<file path="config.mk">
export PLATFORM = sky130hd
export DESIGN_NAME = agsc_core
export DESIGN_NICKNAME = d
export VERILOG_FILES = /design/src/include/agsc_pkg.sv /design/src/rtl/agsc_core.sv
export SDC_FILE = /design/constraint.sdc
export NUM_CORES = 2
export LEC_CHECK = 0
export BUFFER_PORTS_ARGS = -buffer_cell sky130_fd_sc_hd__buf_2
export CORE_UTILIZATION = 50
export CTS_CLUSTER_DIAMETER = 40
export DETAILED_ROUTE_END_ITERATION = 8
export GPL_TIMING_DRIVEN = 0
export HOLD_SLACK_MARGIN = 0.02
export PLACE_DENSITY_LB_ADDON = 0.25
export SLEW_MARGIN = 20
export SYNTH_ARGS = -nofsm -noshare
export SYNTH_HDL_FRONTEND = slang
export SYNTH_SLANG_ARGS = --single-unit
</file>
<file path="constraint.sdc">
create_clock -name ref_clk_i -period 21.9 [get_ports ref_clk_i]
set_input_delay 1.095 -clock ref_clk_i [delete_from_list [all_inputs] [get_ports ref_clk_i]]
set_output_delay 1.095 -clock ref_clk_i [all_outputs]
set_load 0.02 [all_outputs]
</file>
<file path="src/include/agsc_pkg.sv">
// Package for the address generation and stack check block.
// Assumes one 20 MHz core clock and a decoder that presents one request per cycle.
// Behaviour
// - Stack pointer marks next free word, grows upward.
// - Pop decrements first; push increments after write.
// - Call push clears top bit of counter.
// - Exception push merges status low byte high.
// - Stack limit unset at reset, bit zero clear.
// - Stack pointer addresses compared with stack limit.
// - Push at limit passes; next push traps.
// - Stack pointer below 0x0800 raises underflow trap.
// - Boot secure RAM only from boot code.
// - Secure segment RAM only from secure code.
// - File register address is 13 bits wide.
// - File register ops default to working register zero.
// - Post-modify uses pointer; pre-modify adjusts first.
// - Offset modes add register or literal to pointer.
// - Move source and destination share offset field.
// - Prefetch eight, nine to X; ten, eleven to Y.
// - MAC modes: indirect, post-modify by 2/4/6 up or down, indexed.
// - Branch literal signed 16; disable literal 14 unsigned.
package agsc_pkg;
   localparam int unsigned CLK_HZ = 20000000;
   localparam logic [3:0] SP_REG = 4'hf;
   localparam logic [3:0] DEFAULT_WORKING_REG_ZERO = 4'h0;
   localparam logic [3:0] PF_EIGHT = 4'h8;
   localparam logic [3:0] PF_NINE = 4'h9;
   localparam logic [3:0] PF_TEN = 4'ha;
   localparam logic [3:0] PF_ELEVEN = 4'hb;
   localparam logic [15:0] SFR_TOP = 16'h0800;
   localparam logic [15:0] WORD_STEP = 16'h0002;
   localparam logic [15:0] SP_RESET = 16'h0800;
   localparam logic [15:0] DEFAULT_WORKING_REG_RESET = 16'h0000;
   localparam int FILE_ADDR_W = 13;

   // Addressing modes of a pointer operand.
   typedef enum logic [2:0] {
      AGSC_DIRECT = 3'h0,
      AGSC_IND = 3'h1,
      AGSC_POST = 3'h3,
      AGSC_PRE = 3'h2,
      AGSC_REG_OFS = 3'h6,
      AGSC_LIT_OFS = 3'h7,
      AGSC_FILE = 3'h5,
      AGSC_LITERAL = 3'h4
   } agsc_mode_t;

   // Instruction classes seen by the address path.
   typedef enum logic [2:0] {
      AGSC_CL_FILE = 3'h0,
      AGSC_CL_MCU = 3'h1,
      AGSC_CL_MOVE = 3'h3,
      AGSC_CL_MAC = 3'h2,
      AGSC_CL_PUSH = 3'h6,
      AGSC_CL_POP = 3'h7,
      AGSC_CL_CALL = 3'h5,
      AGSC_CL_EXC = 3'h4
   } agsc_class_t;

   // Code regions that may be executing.
   typedef enum logic [1:0] {
      AGSC_CODE_GEN = 2'h0,
      AGSC_CODE_SEC = 2'h1,
      AGSC_CODE_BOOT = 2'h3
   } agsc_region_t;

   // One decoded request from the instruction decoder.
   typedef struct packed {
      agsc_class_t cls;
      agsc_mode_t src_mode;
      agsc_mode_t dst_mode;
      logic [3:0] src_reg;
      logic [3:0] dst_reg;
      logic [3:0] ofs_reg;
      logic [15:0] literal;
      logic [15:0] modifier;
      logic byte_op;
      logic to_default_working_reg;
   } agsc_req_t;

   // Address answer for the data memory ports.
   typedef struct packed {
      logic [15:0] src_ea;
      logic [15:0] dst_ea;
      logic src_valid;
      logic dst_valid;
      logic x_space;
      logic [15:0] push_data;
      logic push_en;
   } agsc_addr_t;

   // Trap and refusal flags.
   typedef struct packed {
      logic overflow;
      logic underflow;
      logic secure_fault;
      logic mode_fault;
   } agsc_trap_t;
endpackage

</file>
<file path="src/rtl/agsc_core.sv">
// Effective address generation, stack pointer tracking and stack checks.
// Assumes the decoder holds each request for one cycle with req_valid_i high.
`timescale 1ns/100ps
module agsc_core (
   // Clock and reset
   input wire logic ref_clk_i,
   input wire logic sys_rst_i,
   // Decoder request
   input wire logic req_valid_i,
   input wire agsc_pkg::agsc_req_t req_i,
   input wire logic [22:0] pc_i,
   input wire logic [7:0] status_low_byte_i,
   input wire agsc_pkg::agsc_region_t region_i,
   // Working register writes from the execute stage
   input wire logic default_working_reg_we_i,
   input wire logic [3:0] default_working_reg_sel_i,
   input wire logic [15:0] default_working_reg_data_i,
   // Stack limit write
   input wire logic stack_limit_we_i,
   input wire logic [15:0] stack_limit_data_i,
   // Secure RAM windows
   input wire logic boot_secure_ram_en_i,
   input wire logic [15:0] boot_secure_ram_lo_i,
   input wire logic [15:0] boot_secure_ram_hi_i,
   input wire logic secure_segment_ram_en_i,
   input wire logic [15:0] secure_segment_ram_lo_i,
   input wire logic [15:0] secure_segment_ram_hi_i,
   // Branch and disable literals
   input wire logic [15:0] branch_lit_i,
   input wire logic [13:0] disable_lit_i,
   // Results
   output agsc_pkg::agsc_addr_t addr_o,
   output agsc_pkg::agsc_trap_t trap_o,
   output logic [15:0] stack_pointer_reg_o,
   output logic [31:0] branch_disp_o,
   output logic [15:0] disable_count_o
);
   logic [15:0] default_working_reg [0:15];
   logic [15:0] stack_limit_reg;
   logic [15:0] next_src_ea;
   logic [15:0] next_dst_ea;
   logic [15:0] next_src_wb;
   logic [15:0] next_dst_wb;
   logic next_src_wr;
   logic next_dst_wr;
   logic next_src_v;
   logic next_dst_v;
   logic next_mode_bad;
   logic [15:0] next_sp;
   logic [15:0] sp_ea;
   logic sp_used;
   logic push_op;
   logic pop_op;
   logic [15:0] next_push_data;
   logic next_secure_bad;
   logic boot_bad;
   logic seg_bad;
   logic wb_ok;

   // Effective address and pointer writeback for one operand.
   function automatic logic [32:0] ea_calc(input agsc_pkg::agsc_mode_t mode,
                                           input logic [15:0] ptr,
                                           input logic [15:0] ofs,
                                           input logic [15:0] lit,
                                           input logic [15:0] modv);
      logic [15:0] ea;
      logic [15:0] wb;
      logic wr;
      ea = ptr;
      wb = ptr;
      wr = 1'b0;
      case (mode)
         agsc_pkg::AGSC_POST:
         begin
            wb = ptr + modv;
            wr = 1'b1;
         end
         agsc_pkg::AGSC_PRE:
         begin
            ea = ptr + modv;
            wb = ea;
            wr = 1'b1;
         end
         agsc_pkg::AGSC_REG_OFS: ea = ptr + ofs;
         agsc_pkg::AGSC_LIT_OFS: ea = ptr + lit;
         agsc_pkg::AGSC_FILE: ea = {3'h0, lit[agsc_pkg::FILE_ADDR_W-1:0]};
         default: ea = ptr;
      endcase
      ea_calc = {wr, wb, ea};
   endfunction

   // True when an address falls inside the window, both bounds included; the caller checks the enable.
   function automatic logic in_win(input logic [15:0] a, input logic [15:0] lo,
                                   input logic [15:0] hi);
      in_win = (a >= lo) && (a <= hi);
   endfunction

   // A refused request leaves its pointer registers as they were, except that a push or pop still moves the stack pointer.
   assign wb_ok = req_valid_i && !next_mode_bad && !next_secure_bad;
   assign push_op = req_valid_i && (req_i.cls == agsc_pkg::AGSC_CL_PUSH ||
                                    req_i.cls == agsc_pkg::AGSC_CL_CALL ||
                                    req_i.cls == agsc_pkg::AGSC_CL_EXC);
   assign pop_op = req_valid_i && (req_i.cls == agsc_pkg::AGSC_CL_POP);

   // Address formation for source and destination.
   always_comb
   begin
      logic [32:0] s;
      logic [32:0] d;
      logic [15:0] ofs;
      logic [15:0] lit;
      ofs = default_working_reg[req_i.ofs_reg];
      lit = req_i.literal;
      s = '0;
      d = '0;
      next_src_v = 1'b0;
      next_dst_v = 1'b0;
      next_mode_bad = 1'b0;
      next_sp = default_working_reg[agsc_pkg::SP_REG];
      sp_ea = default_working_reg[agsc_pkg::SP_REG];
      sp_used = 1'b0;
      next_push_data = '0;
      if (req_valid_i)
      begin
         case (req_i.cls)
            agsc_pkg::AGSC_CL_FILE:
            begin
               s = ea_calc(agsc_pkg::AGSC_FILE, 16'h0000, ofs, lit, req_i.modifier);
               d = s;
               next_src_v = 1'b1;
               // result to file register or default working register
               next_dst_v = !req_i.to_default_working_reg;
            end
            // prefetch registers route to X or Y
            agsc_pkg::AGSC_CL_MAC:
            begin
               if (!(req_i.src_mode == agsc_pkg::AGSC_IND ||
                     req_i.src_mode == agsc_pkg::AGSC_REG_OFS ||
                     (req_i.src_mode == agsc_pkg::AGSC_POST &&
                      (req_i.modifier == 16'h0002 || req_i.modifier == 16'h0004 ||
                       req_i.modifier == 16'h0006 || req_i.modifier == 16'hfffe ||
                       req_i.modifier == 16'hfffc || req_i.modifier == 16'hfffa))))
                  next_mode_bad = 1'b1;
               // indexed only with nine or eleven
               if (req_i.src_mode == agsc_pkg::AGSC_REG_OFS &&
                   req_i.src_reg != agsc_pkg::PF_NINE && req_i.src_reg != agsc_pkg::PF_ELEVEN)
                  next_mode_bad = 1'b1;
               if (req_i.src_reg < agsc_pkg::PF_EIGHT || req_i.src_reg > agsc_pkg::PF_ELEVEN)
                  next_mode_bad = 1'b1;
               s = ea_calc(req_i.src_mode, default_working_reg[req_i.src_reg], ofs, lit, req_i.modifier);
               next_src_v = !next_mode_bad;
            end
            agsc_pkg::AGSC_CL_PUSH, agsc_pkg::AGSC_CL_CALL, agsc_pkg::AGSC_CL_EXC:
            begin
               sp_ea = default_working_reg[agsc_pkg::SP_REG];
               sp_used = 1'b1;
               next_sp = sp_ea + agsc_pkg::WORD_STEP;
               d = {17'h0, sp_ea};
               next_dst_v = 1'b1;
               if (req_i.cls == agsc_pkg::AGSC_CL_CALL)
                  next_push_data = {9'h000, pc_i[22:16]};
               else if (req_i.cls == agsc_pkg::AGSC_CL_EXC)
                  next_push_data = {status_low_byte_i, 1'b0, pc_i[22:16]};
               else
                  next_push_data = default_working_reg[req_i.src_reg];
            end
            agsc_pkg::AGSC_CL_POP:
            begin
               sp_ea = default_working_reg[agsc_pkg::SP_REG] - agsc_pkg::WORD_STEP;
               sp_used = 1'b1;
               next_sp = sp_ea;
               s = {17'h0, sp_ea};
               next_src_v = 1'b1;
            end
            // MCU and move share one offset field
            default:
            begin
               s = ea_calc(req_i.src_mode, default_working_reg[req_i.src_reg], ofs, lit, req_i.modifier);
               d = ea_calc(req_i.dst_mode, default_working_reg[req_i.dst_reg], ofs, lit, req_i.modifier);
               next_src_v = req_i.src_mode != agsc_pkg::AGSC_DIRECT &&
                            req_i.src_mode != agsc_pkg::AGSC_LITERAL;
               next_dst_v = req_i.dst_mode != agsc_pkg::AGSC_DIRECT;
               if (req_i.cls == agsc_pkg::AGSC_CL_MCU &&
                   (req_i.dst_mode == agsc_pkg::AGSC_REG_OFS ||
                    req_i.src_mode == agsc_pkg::AGSC_REG_OFS))
                  next_mode_bad = 1'b1;
               if (req_i.src_reg == agsc_pkg::SP_REG && next_src_v)
               begin
                  sp_used = 1'b1;
                  sp_ea = s[15:0];
               end
               else if (req_i.dst_reg == agsc_pkg::SP_REG && next_dst_v)
               begin
                  sp_used = 1'b1;
                  sp_ea = d[15:0];
               end
            end
         endcase
      end
      next_src_ea = s[15:0];
      next_src_wb = s[31:16];
      next_src_wr = s[32];
      next_dst_ea = d[15:0];
      next_dst_wb = d[31:16];
      next_dst_wr = d[32];
   end

   always_comb
   begin
      boot_bad = 1'b0;
      if (boot_secure_ram_en_i && region_i != agsc_pkg::AGSC_CODE_BOOT &&
          ((next_src_v && in_win(next_src_ea, boot_secure_ram_lo_i, boot_secure_ram_hi_i)) ||
           (next_dst_v && in_win(next_dst_ea, boot_secure_ram_lo_i, boot_secure_ram_hi_i))))
         boot_bad = 1'b1;
   end

   always_comb
   begin
      seg_bad = 1'b0;
      if (secure_segment_ram_en_i && region_i != agsc_pkg::AGSC_CODE_SEC &&
          ((next_src_v && in_win(next_src_ea, secure_segment_ram_lo_i,
                                 secure_segment_ram_hi_i)) ||
           (next_dst_v && in_win(next_dst_ea, secure_segment_ram_lo_i,
                                 secure_segment_ram_hi_i))))
         seg_bad = 1'b1;
   end

   assign next_secure_bad = boot_bad || seg_bad;

   // Overflow checks mean nothing until software has loaded the limit once.
   // no reset value, bit zero forced clear
   always_ff @(posedge ref_clk_i)
   begin
      if (stack_limit_we_i)
         stack_limit_reg <= {stack_limit_data_i[15:1], 1'b0};
   end

   // Working registers; the stack pointer also follows stack operations.
   always_ff @(posedge ref_clk_i or posedge sys_rst_i)
   begin
      if (sys_rst_i)
      begin
         for (int i = 0; i < 16; i++)
            default_working_reg[i] <= agsc_pkg::DEFAULT_WORKING_REG_RESET;
         default_working_reg[agsc_pkg::SP_REG] <= agsc_pkg::SP_RESET;
      end
      else
      begin
         if (wb_ok && next_src_wr)
            default_working_reg[req_i.src_reg] <= next_src_wb;
         if (wb_ok && next_dst_wr)
            default_working_reg[req_i.dst_reg] <= next_dst_wb;
         // pointer kept on next free word
         if (push_op || pop_op)
            default_working_reg[agsc_pkg::SP_REG] <= {next_sp[15:1], 1'b0};
         // Software writes to the stack pointer keep it word aligned.
         if (default_working_reg_we_i && default_working_reg_sel_i == agsc_pkg::SP_REG)
            default_working_reg[agsc_pkg::SP_REG] <= {default_working_reg_data_i[15:1], 1'b0};
         else if (default_working_reg_we_i)
            default_working_reg[default_working_reg_sel_i] <= default_working_reg_data_i;
      end
   end

   // Registered address answer.
   always_ff @(posedge ref_clk_i or posedge sys_rst_i)
   begin
      if (sys_rst_i)
      begin
         addr_o <= '0;
      end
      else
      begin
         addr_o.src_ea <= next_src_ea;
         addr_o.dst_ea <= next_dst_ea;
         addr_o.src_valid <= next_src_v && !next_secure_bad;
         addr_o.dst_valid <= next_dst_v && !next_secure_bad;
         addr_o.x_space <= !(req_i.cls == agsc_pkg::AGSC_CL_MAC &&
                             req_i.src_reg >= agsc_pkg::PF_TEN);
         addr_o.push_data <= next_push_data;
         addr_o.push_en <= push_op && !next_secure_bad;
      end
   end

   // Registered trap flags, each standing for one cycle.
   always_ff @(posedge ref_clk_i or posedge sys_rst_i)
   begin
      if (sys_rst_i)
      begin
         trap_o <= '0;
      end
      else
      begin
         trap_o.overflow <= sp_used && (sp_ea > stack_limit_reg);
         trap_o.underflow <= sp_used && (sp_ea < agsc_pkg::SFR_TOP);
         trap_o.secure_fault <= next_secure_bad;
         trap_o.mode_fault <= req_valid_i && next_mode_bad;
      end
   end

   always_ff @(posedge ref_clk_i or posedge sys_rst_i)
   begin
      if (sys_rst_i)
      begin
         branch_disp_o <= '0;
      end
      else
      begin
         branch_disp_o <= {{16{branch_lit_i[15]}}, branch_lit_i};
      end
   end

   always_ff @(posedge ref_clk_i or posedge sys_rst_i)
   begin
      if (sys_rst_i)
      begin
         disable_count_o <= '0;
      end
      else
      begin
         disable_count_o <= {2'h0, disable_lit_i};
      end
   end

   assign stack_pointer_reg_o = default_working_reg[agsc_pkg::SP_REG];
endmodule

</file>
Word level (Yosys, flattened, before mapping)
Index checks and enable logic that the tools add are counted.
- register bits: 357
- bits of input ports: 225
- output and inout bits: 120
- add/subtract/negate cells: 8
- order comparisons: 20
- eq/ne operators: 31
- mux-type cells: 62
- bitwise operators: 4
- reduce and logical (&&, ||, !) cells: 68
- operators by type and width (operator ; number):
    bitwise mux 256 bit ; 3
    2-to-1 mux 256 bit ; 3
    2-to-1 mux 16 bit ; 21
    2-to-1 mux 240 bit ; 1
    one-hot mux 33 bit (3 select lines) ; 2
    binary-select mux 16 bit (select 4 bit) ; 3
    demux 16 bit (select 4 bit) ; 3
    one-hot mux 16 bit (4 select lines) ; 2
    adder 16 bit ; 6
    2-to-1 mux 33 bit ; 2
    >= comparator 16 bit ; 4
    <= comparator 16 bit ; 4
    one-hot mux 16 bit (2 select lines) ; 2
    == test 16 bit (second input constant) ; 3
    logical AND 1 bit ; 36
    == test 16 x 3 -> 1 bit (second input constant) ; 2
    == test 3 bit (second input constant) ; 10
    >= comparator 5 bit (second input constant) ; 4
    NOT 4 -> 5 bit ; 4
    adder 16 x 2 -> 16 bit (second input constant) ; 1
    == test 16 x 2 -> 1 bit (second input constant) ; 1
    > comparator 16 bit ; 1
    less-than comparator 16 x 12 -> 1 bit (second input constant) ; 1
    2-to-1 mux 1 bit ; 16
    other kinds (22) ; 58

Depth between registers and ports, before layout
- depth in word-level cells: 31
- gate-level depth with buffers: 33
- depth with buffers taken out: 27

Worst setup path after synthesis
Ideal clock, no wire load.
- kind: input port to flip-flop
- start point: input req_i[34] in the netlist's numbering
- end point: register default_working_reg[248] in the netlist's numbering
- arrival: 7.977 ns
- data required time: 21.763 ns
- setup slack: 13.786 ns
- stages: 28
- buffers on the path: 4
- cells stage by stage: buf_2 > buf_1 > mux4_2 > mux4_2 > mux2_2 > ha_1 > fa_1 > a211o_1 > a21oi_1 > o21bai_1 > a21oi_1 > xnor2_1 > a221oi_1 > o21a_1 > nor3_1 > ha_1 > a21oi_1 > nand2_1 > a2111o_1 > a211oi_1 > a211oi_1 > or3_4 > or2_1 > buf_6 > buf_2 > or4_1 > o21ai_0 > a21oi_1
- longest elaborated chain between the ends: 24
- ends and longest elaborated chain (what ; RTL line ; text):
    from (decl) ; agsc_core.sv:10 ; input wire agsc_pkg::agsc_req_t req_i,
    NOT 4 -> 5 bit (not written as such) (*) ; agsc_core.sv:112 ; ofs = default_working_reg[req_i.ofs_reg];
    binary-select mux 16 bit (select 4 bit) (*) ; agsc_core.sv:112 ;
    2-to-1 mux 16 bit (not written as such) (*) (2 in series) ; agsc_core.sv:112 ;
    adder 16 bit (*) ; agsc_core.sv:84 ; agsc_pkg::AGSC_REG_OFS: ea = ptr + ofs;
    one-hot mux 16 bit (4 select lines) (*) ; agsc_core.sv:72 ; case (mode)
    one-hot mux 33 bit (3 select lines) (*) ; agsc_core.sv:125 ; case (req_i.cls)
    2-to-1 mux 33 bit (*) ; agsc_core.sv:123 ; if (req_valid_i)
    net next_dst_ea[10] ; agsc_core.sv:41 ; logic [15:0] next_dst_ea;
    (+8 left out) ; -- ;
    logical AND 1 bit (*) ; agsc_core.sv:99 ; assign wb_ok = req_valid_i && !next_mode_bad && !next_secure_bad;
    logical AND 1 bit ; agsc_core.sv:249 ; if (wb_ok && next_src_wr)
    2-to-1 mux 256 bit ; agsc_core.sv:249 ;
    bitwise mux 256 bit ; agsc_core.sv:252 ; default_working_reg[req_i.dst_reg] <= next_dst_wb;
    2-to-1 mux 256 bit (*) ; agsc_core.sv:251 ; if (wb_ok && next_dst_wr)
    bitwise mux 256 bit ; agsc_core.sv:260 ; default_working_reg[default_working_reg_sel_i] <= default_working_reg_data_i;
    2-to-1 mux 256 bit ; agsc_core.sv:259 ; else if (default_working_reg_we_i)
    2-to-1 mux 240 bit (*) ; agsc_core.sv:257 ; if (default_working_reg_we_i && default_working_reg_sel_i == agsc_pkg::SP_REG)
    to (signal, indexed assignment) ; agsc_core.sv:250 ; default_working_reg[req_i.src_reg] <= next_src_wb;
    to (signal, indexed assignment) ; agsc_core.sv:252 ;
    to (signal, indexed assignment) ; agsc_core.sv:260 ;
    to (decl) ; agsc_core.sv:38 ; logic [15:0] default_working_reg [0:15];
Mark *: on every way through the listed nets, which the timed path passes. The rest lies on a longest branch. The select of a mux whose other input is x is not followed.
A chain may end at the register's enable or synchronous reset.

Worst setup path in the final report
- start point: input req_i[39] in the netlist's numbering
- end point: register default_working_reg (netlist bit stack_pointer_reg_o[13])
- longest elaborated chain between the ends: 25
- ends and longest elaborated chain (what ; RTL line ; text):
    NOT 4 -> 5 bit (not written as such) (*) ; agsc_core.sv:179 ; d = ea_calc(req_i.dst_mode, default_working_reg[req_i.dst_reg], ofs, lit, req_i.modifier);
    binary-select mux 16 bit (select 4 bit) (*) ; agsc_core.sv:179 ;
    2-to-1 mux 16 bit (not written as such) (*) (2 in series) ; agsc_core.sv:179 ;
    adder 16 bit (on tied branches) ; agsc_core.sv:85, agsc_core.sv:80, agsc_core.sv:84 ;
    one-hot mux 16 bit (4 select lines) (*) ; agsc_core.sv:72 ;
    one-hot mux 33 bit (3 select lines) (*) ; agsc_core.sv:125 ;
    2-to-1 mux 33 bit (*) ; agsc_core.sv:123 ;
    net next_dst_ea[14] ; agsc_core.sv:41 ;
    (+9 left out) ; -- ;
    logical AND 1 bit ; agsc_core.sv:249 ;
    2-to-1 mux 256 bit ; agsc_core.sv:249 ;
    bitwise mux 256 bit ; agsc_core.sv:252 ;
    2-to-1 mux 256 bit (*) ; agsc_core.sv:251 ;
    2-to-1 mux 16 bit (*) ; agsc_core.sv:254 ; if (push_op || pop_op)
    bitwise mux 256 bit ; agsc_core.sv:260 ;
    2-to-1 mux 256 bit (*) ; agsc_core.sv:259 ;
    2-to-1 mux 16 bit (*) ; agsc_core.sv:257 ;
    to (signal, indexed assignment) ; agsc_core.sv:252 ;
    to (signal, indexed assignment) ; agsc_core.sv:255 ; default_working_reg[agsc_pkg::SP_REG] <= {next_sp[15:1], 1'b0};
    to (signal, indexed assignment) ; agsc_core.sv:260 ;
Marks and branches as above.

==> flow_summary.json <==
{
  "antenna_left": 0,
  "vias_per_cell": 7.26,
  "skew_ns": 0.0287,
  "clk_pin_slew_ns": 0.05,
  "crit_fanout": 10,
  "slew_violations": 0,
  "die_h_um": 263,
  "drive_gt1_share_pct": 23.0,
  "violations": "design-rule violations",
  "synthAdderAreaFrac_pct": 7.77,
  "crit_arrival_ns": 11.89,
  "hold_ws_ns": 0.454,
  "yosys.area.top_type": "dfrtp_1",
  "cp-end-kind": "flip-flop",
  "tightestPinTransition_ns": 1.23,
  "power_uw": 3890,
  "ys_ff_latch": 357,
  "max_stage_delay_ns": 0.99,
  "hpwl_mm": 135,
  "synth-xor-area-share_pct": 1.83,
  "clockRootBuffer": "clkbuf_16",
  "syn_area_per_cell_um2": 9.45,
  "synth_warnings": 0,
  "grt_pass1_wl_mm": 239,
  "port_buffers": 299,
  "utilization_pct": 58.5,
  "finalHoldViolations": 0,
  "final_nets": 4412,
  "worstSkewPairLatency_ns": 0.64,
  "drt_iter0_drc": 5213,
  "vias": 35700,
  "largest_reg_flops": 240,
  "cap_viol_max_count": 0,
  "p_leak_uw": 0.0182,
  "cts-resized-gates": 0,
  "syn_area_um2": 34000,
  "clk_path_buf_depth": 3,
  "rows": 95,
  "vdd_drop_max_mv": 0.0671,
  "setup-violations-final": 0,
  "grt_antenna_before_repair": 14,
  "outcome": "finished, violations left",
  "cts_num_sinks": 357,
  "routedWlPerCell_um": 34.6,
  "initial_core_util_pct": 50.6,
  "synthTopCellsByArea": "dfrtp_1 25%, mux4_2 16%, ha_1 7.5%",
  "fmax_mhz": 88.3,
  "reg2reg_depth": 27,
  "synth_compound_area_share_pct": 19.8,
  "core_area_um2": 67300,
  "syn_inst": 3600,
  "postCtsSetupBuffers": 0,
  "grt_max_degree": 95,
  "fin_crit_ns": 11.33,
  "start_kind": "primary input",
  "rsz0062_at_grt": "false",
  "synth.distinct_cells": 93,
  "synthFlopType": "dfrtp_1",
  "grt_pass1_vias": 33700,
  "dpl_cell_area_um2": 36700,
  "die_width_um": 263,
  "gp_congestion": 1.12,
  "tns_ns": 0,
  "crit_type": "primary input to flip-flop",
  "hp-class": "primary input to async pin",
  "pwr_density_cell_nw_per_um2": 98.8,
  "synth_top_family_by_area": "multiplexers",
  "stdcell_area_um2": 39300,
  "relSlewSlack_pct": 17.4,
  "ctsHoldBuffers": 0,
  "htree_num_levels": 3,
  "pin_count": 345,
  "grt_use_total_pct": 48.4,
  "seq_area_frac_synth_pct": 26.5,
  "synthArstFlopShare_pct": 95.8,
  "layout_common_cells": "362 x nor2_1, 344 x buf_2, 341 x dfrtp_1",
  "drt_first_pass_iters": 9,
  "area_delta_synth_final_pct": 15.7,
  "synthMuxAreaShare_pct": 23.9,
  "cts_tree": "done",
  "crit_required_ns": 22.46,
  "cts_buffers": 71,
  "overflow": 0,
  "slowest_stage": "nor4_1",
  "synth-edff-count": 15,
  "synth-simple-area-share_pct": 14.4,
  "fp.dieArea_um2": 69100,
  "drt_wl_total_mm": 170,
  "period_share_pct": 51.7,
  "route.detailed.drc": 1,
  "layout_commonest_cell": "nor2_1",
  "synth_top_area_share_pct": 25.1
}
[final timing paths]
path                                          start  slack [ns]                       end
max                                       req_i[39]       10.57   stack_pointer_reg_o[13]
min                                       sys_rst_i        0.45                addr_o[28]
max reg2reg                  stack_pointer_reg_o[1]       11.97   stack_pointer_reg_o[13]
min reg2reg                default_working_reg[141]        0.62  default_working_reg[141]
max in group asynchronous                 sys_rst_i       19.76        disable_count_o[2]
min in group ref_clk_i             branch_lit_i[12]        0.58         branch_disp_o[12]
[report_power, final]
part	internal (µW)	switching [µW]	leakage (µW)	total, µW
logic	689	1060	0.0128	1750
registers	801	165	0.00423	966
clock network	755	414	0.00122	1170
total	2250	1640	0.0182	3890
[metal layers]
layer	share of wire [%]	GRT usage (%)	wire [µm]	up-vias
met4	9.8	38.4	16600	6
met3	14	18.6	23900	888
met1	34	56.2	57800	17200
li1	-	-	-	14600
met5	0.027	0.0693	46	-
met2	42	71.5	72100	3081
[cells by family (layout without fill, tap and decap cells)]
group,count (synthesis),count (layout)
and+or+nand+nor,1037,1037
DFF,357,357
adders and majority gates,209,209
AOI/OAI and AO/OA,984,984
xor gates and xnor gates,71,71
other,1,18
muxes,511,511
buffers and inverters,430,862
[stage by stage]
stage          setup slack [ns]  std cells
6_report                  10.57       4922
5_1_grt                   10.59       4910
4_1_cts                   11.30       4905
3_5_place_dp              10.66       4777
3_3_place_gp               6.41       4773
2_1_floorplan             11.33       3601
[cell type report]
class / count / area (µm²)
Timing Repair Buffer: 304 / 1620
Tap cell: 873 / 1090
Buffer: 310 / 1550
Antenna cell: 16 / 40.0
Clock buffer: 87 / 1940
Inverter: 120 / 458
Fill cell: 6114 / 27900
Multi-Input combinational cell: 2814 / 23100
Clock inverter: 41 / 579
Sequential cell: 357 / 9010
[cell usage after synthesis (38+ instances only)]
master    count
dfrtp_1     341
nor3_1       80
ha_1        205
a221oi_1     98
a211oi_1     59
mux4_2      237
a21oi_1     296
clkbuf_1    159
inv_1       118
nand2_1     270
buf_2        44
nand3_1      56
mux2i_1     233
a21o_1       38
mux2_2       40
buf_4        55
o22ai_1      50
xnor2_1      44
nor2_1      363
o21ai_0     149
[worst max-delay path: cells and delay by family]
family | cells | cell delay, ns
AOI/OAI and AO/OA | 14 | 3.87
buffers and inverters | 6 | 2.45
and+or+nand+nor | 4 | 1.73
muxes | 2 | 1.23
adders and majority gates | 3 | 0.94
xor gates and xnor gates | 1 | 0.51
No activity file was read; power rests on OpenSTA's default activity.
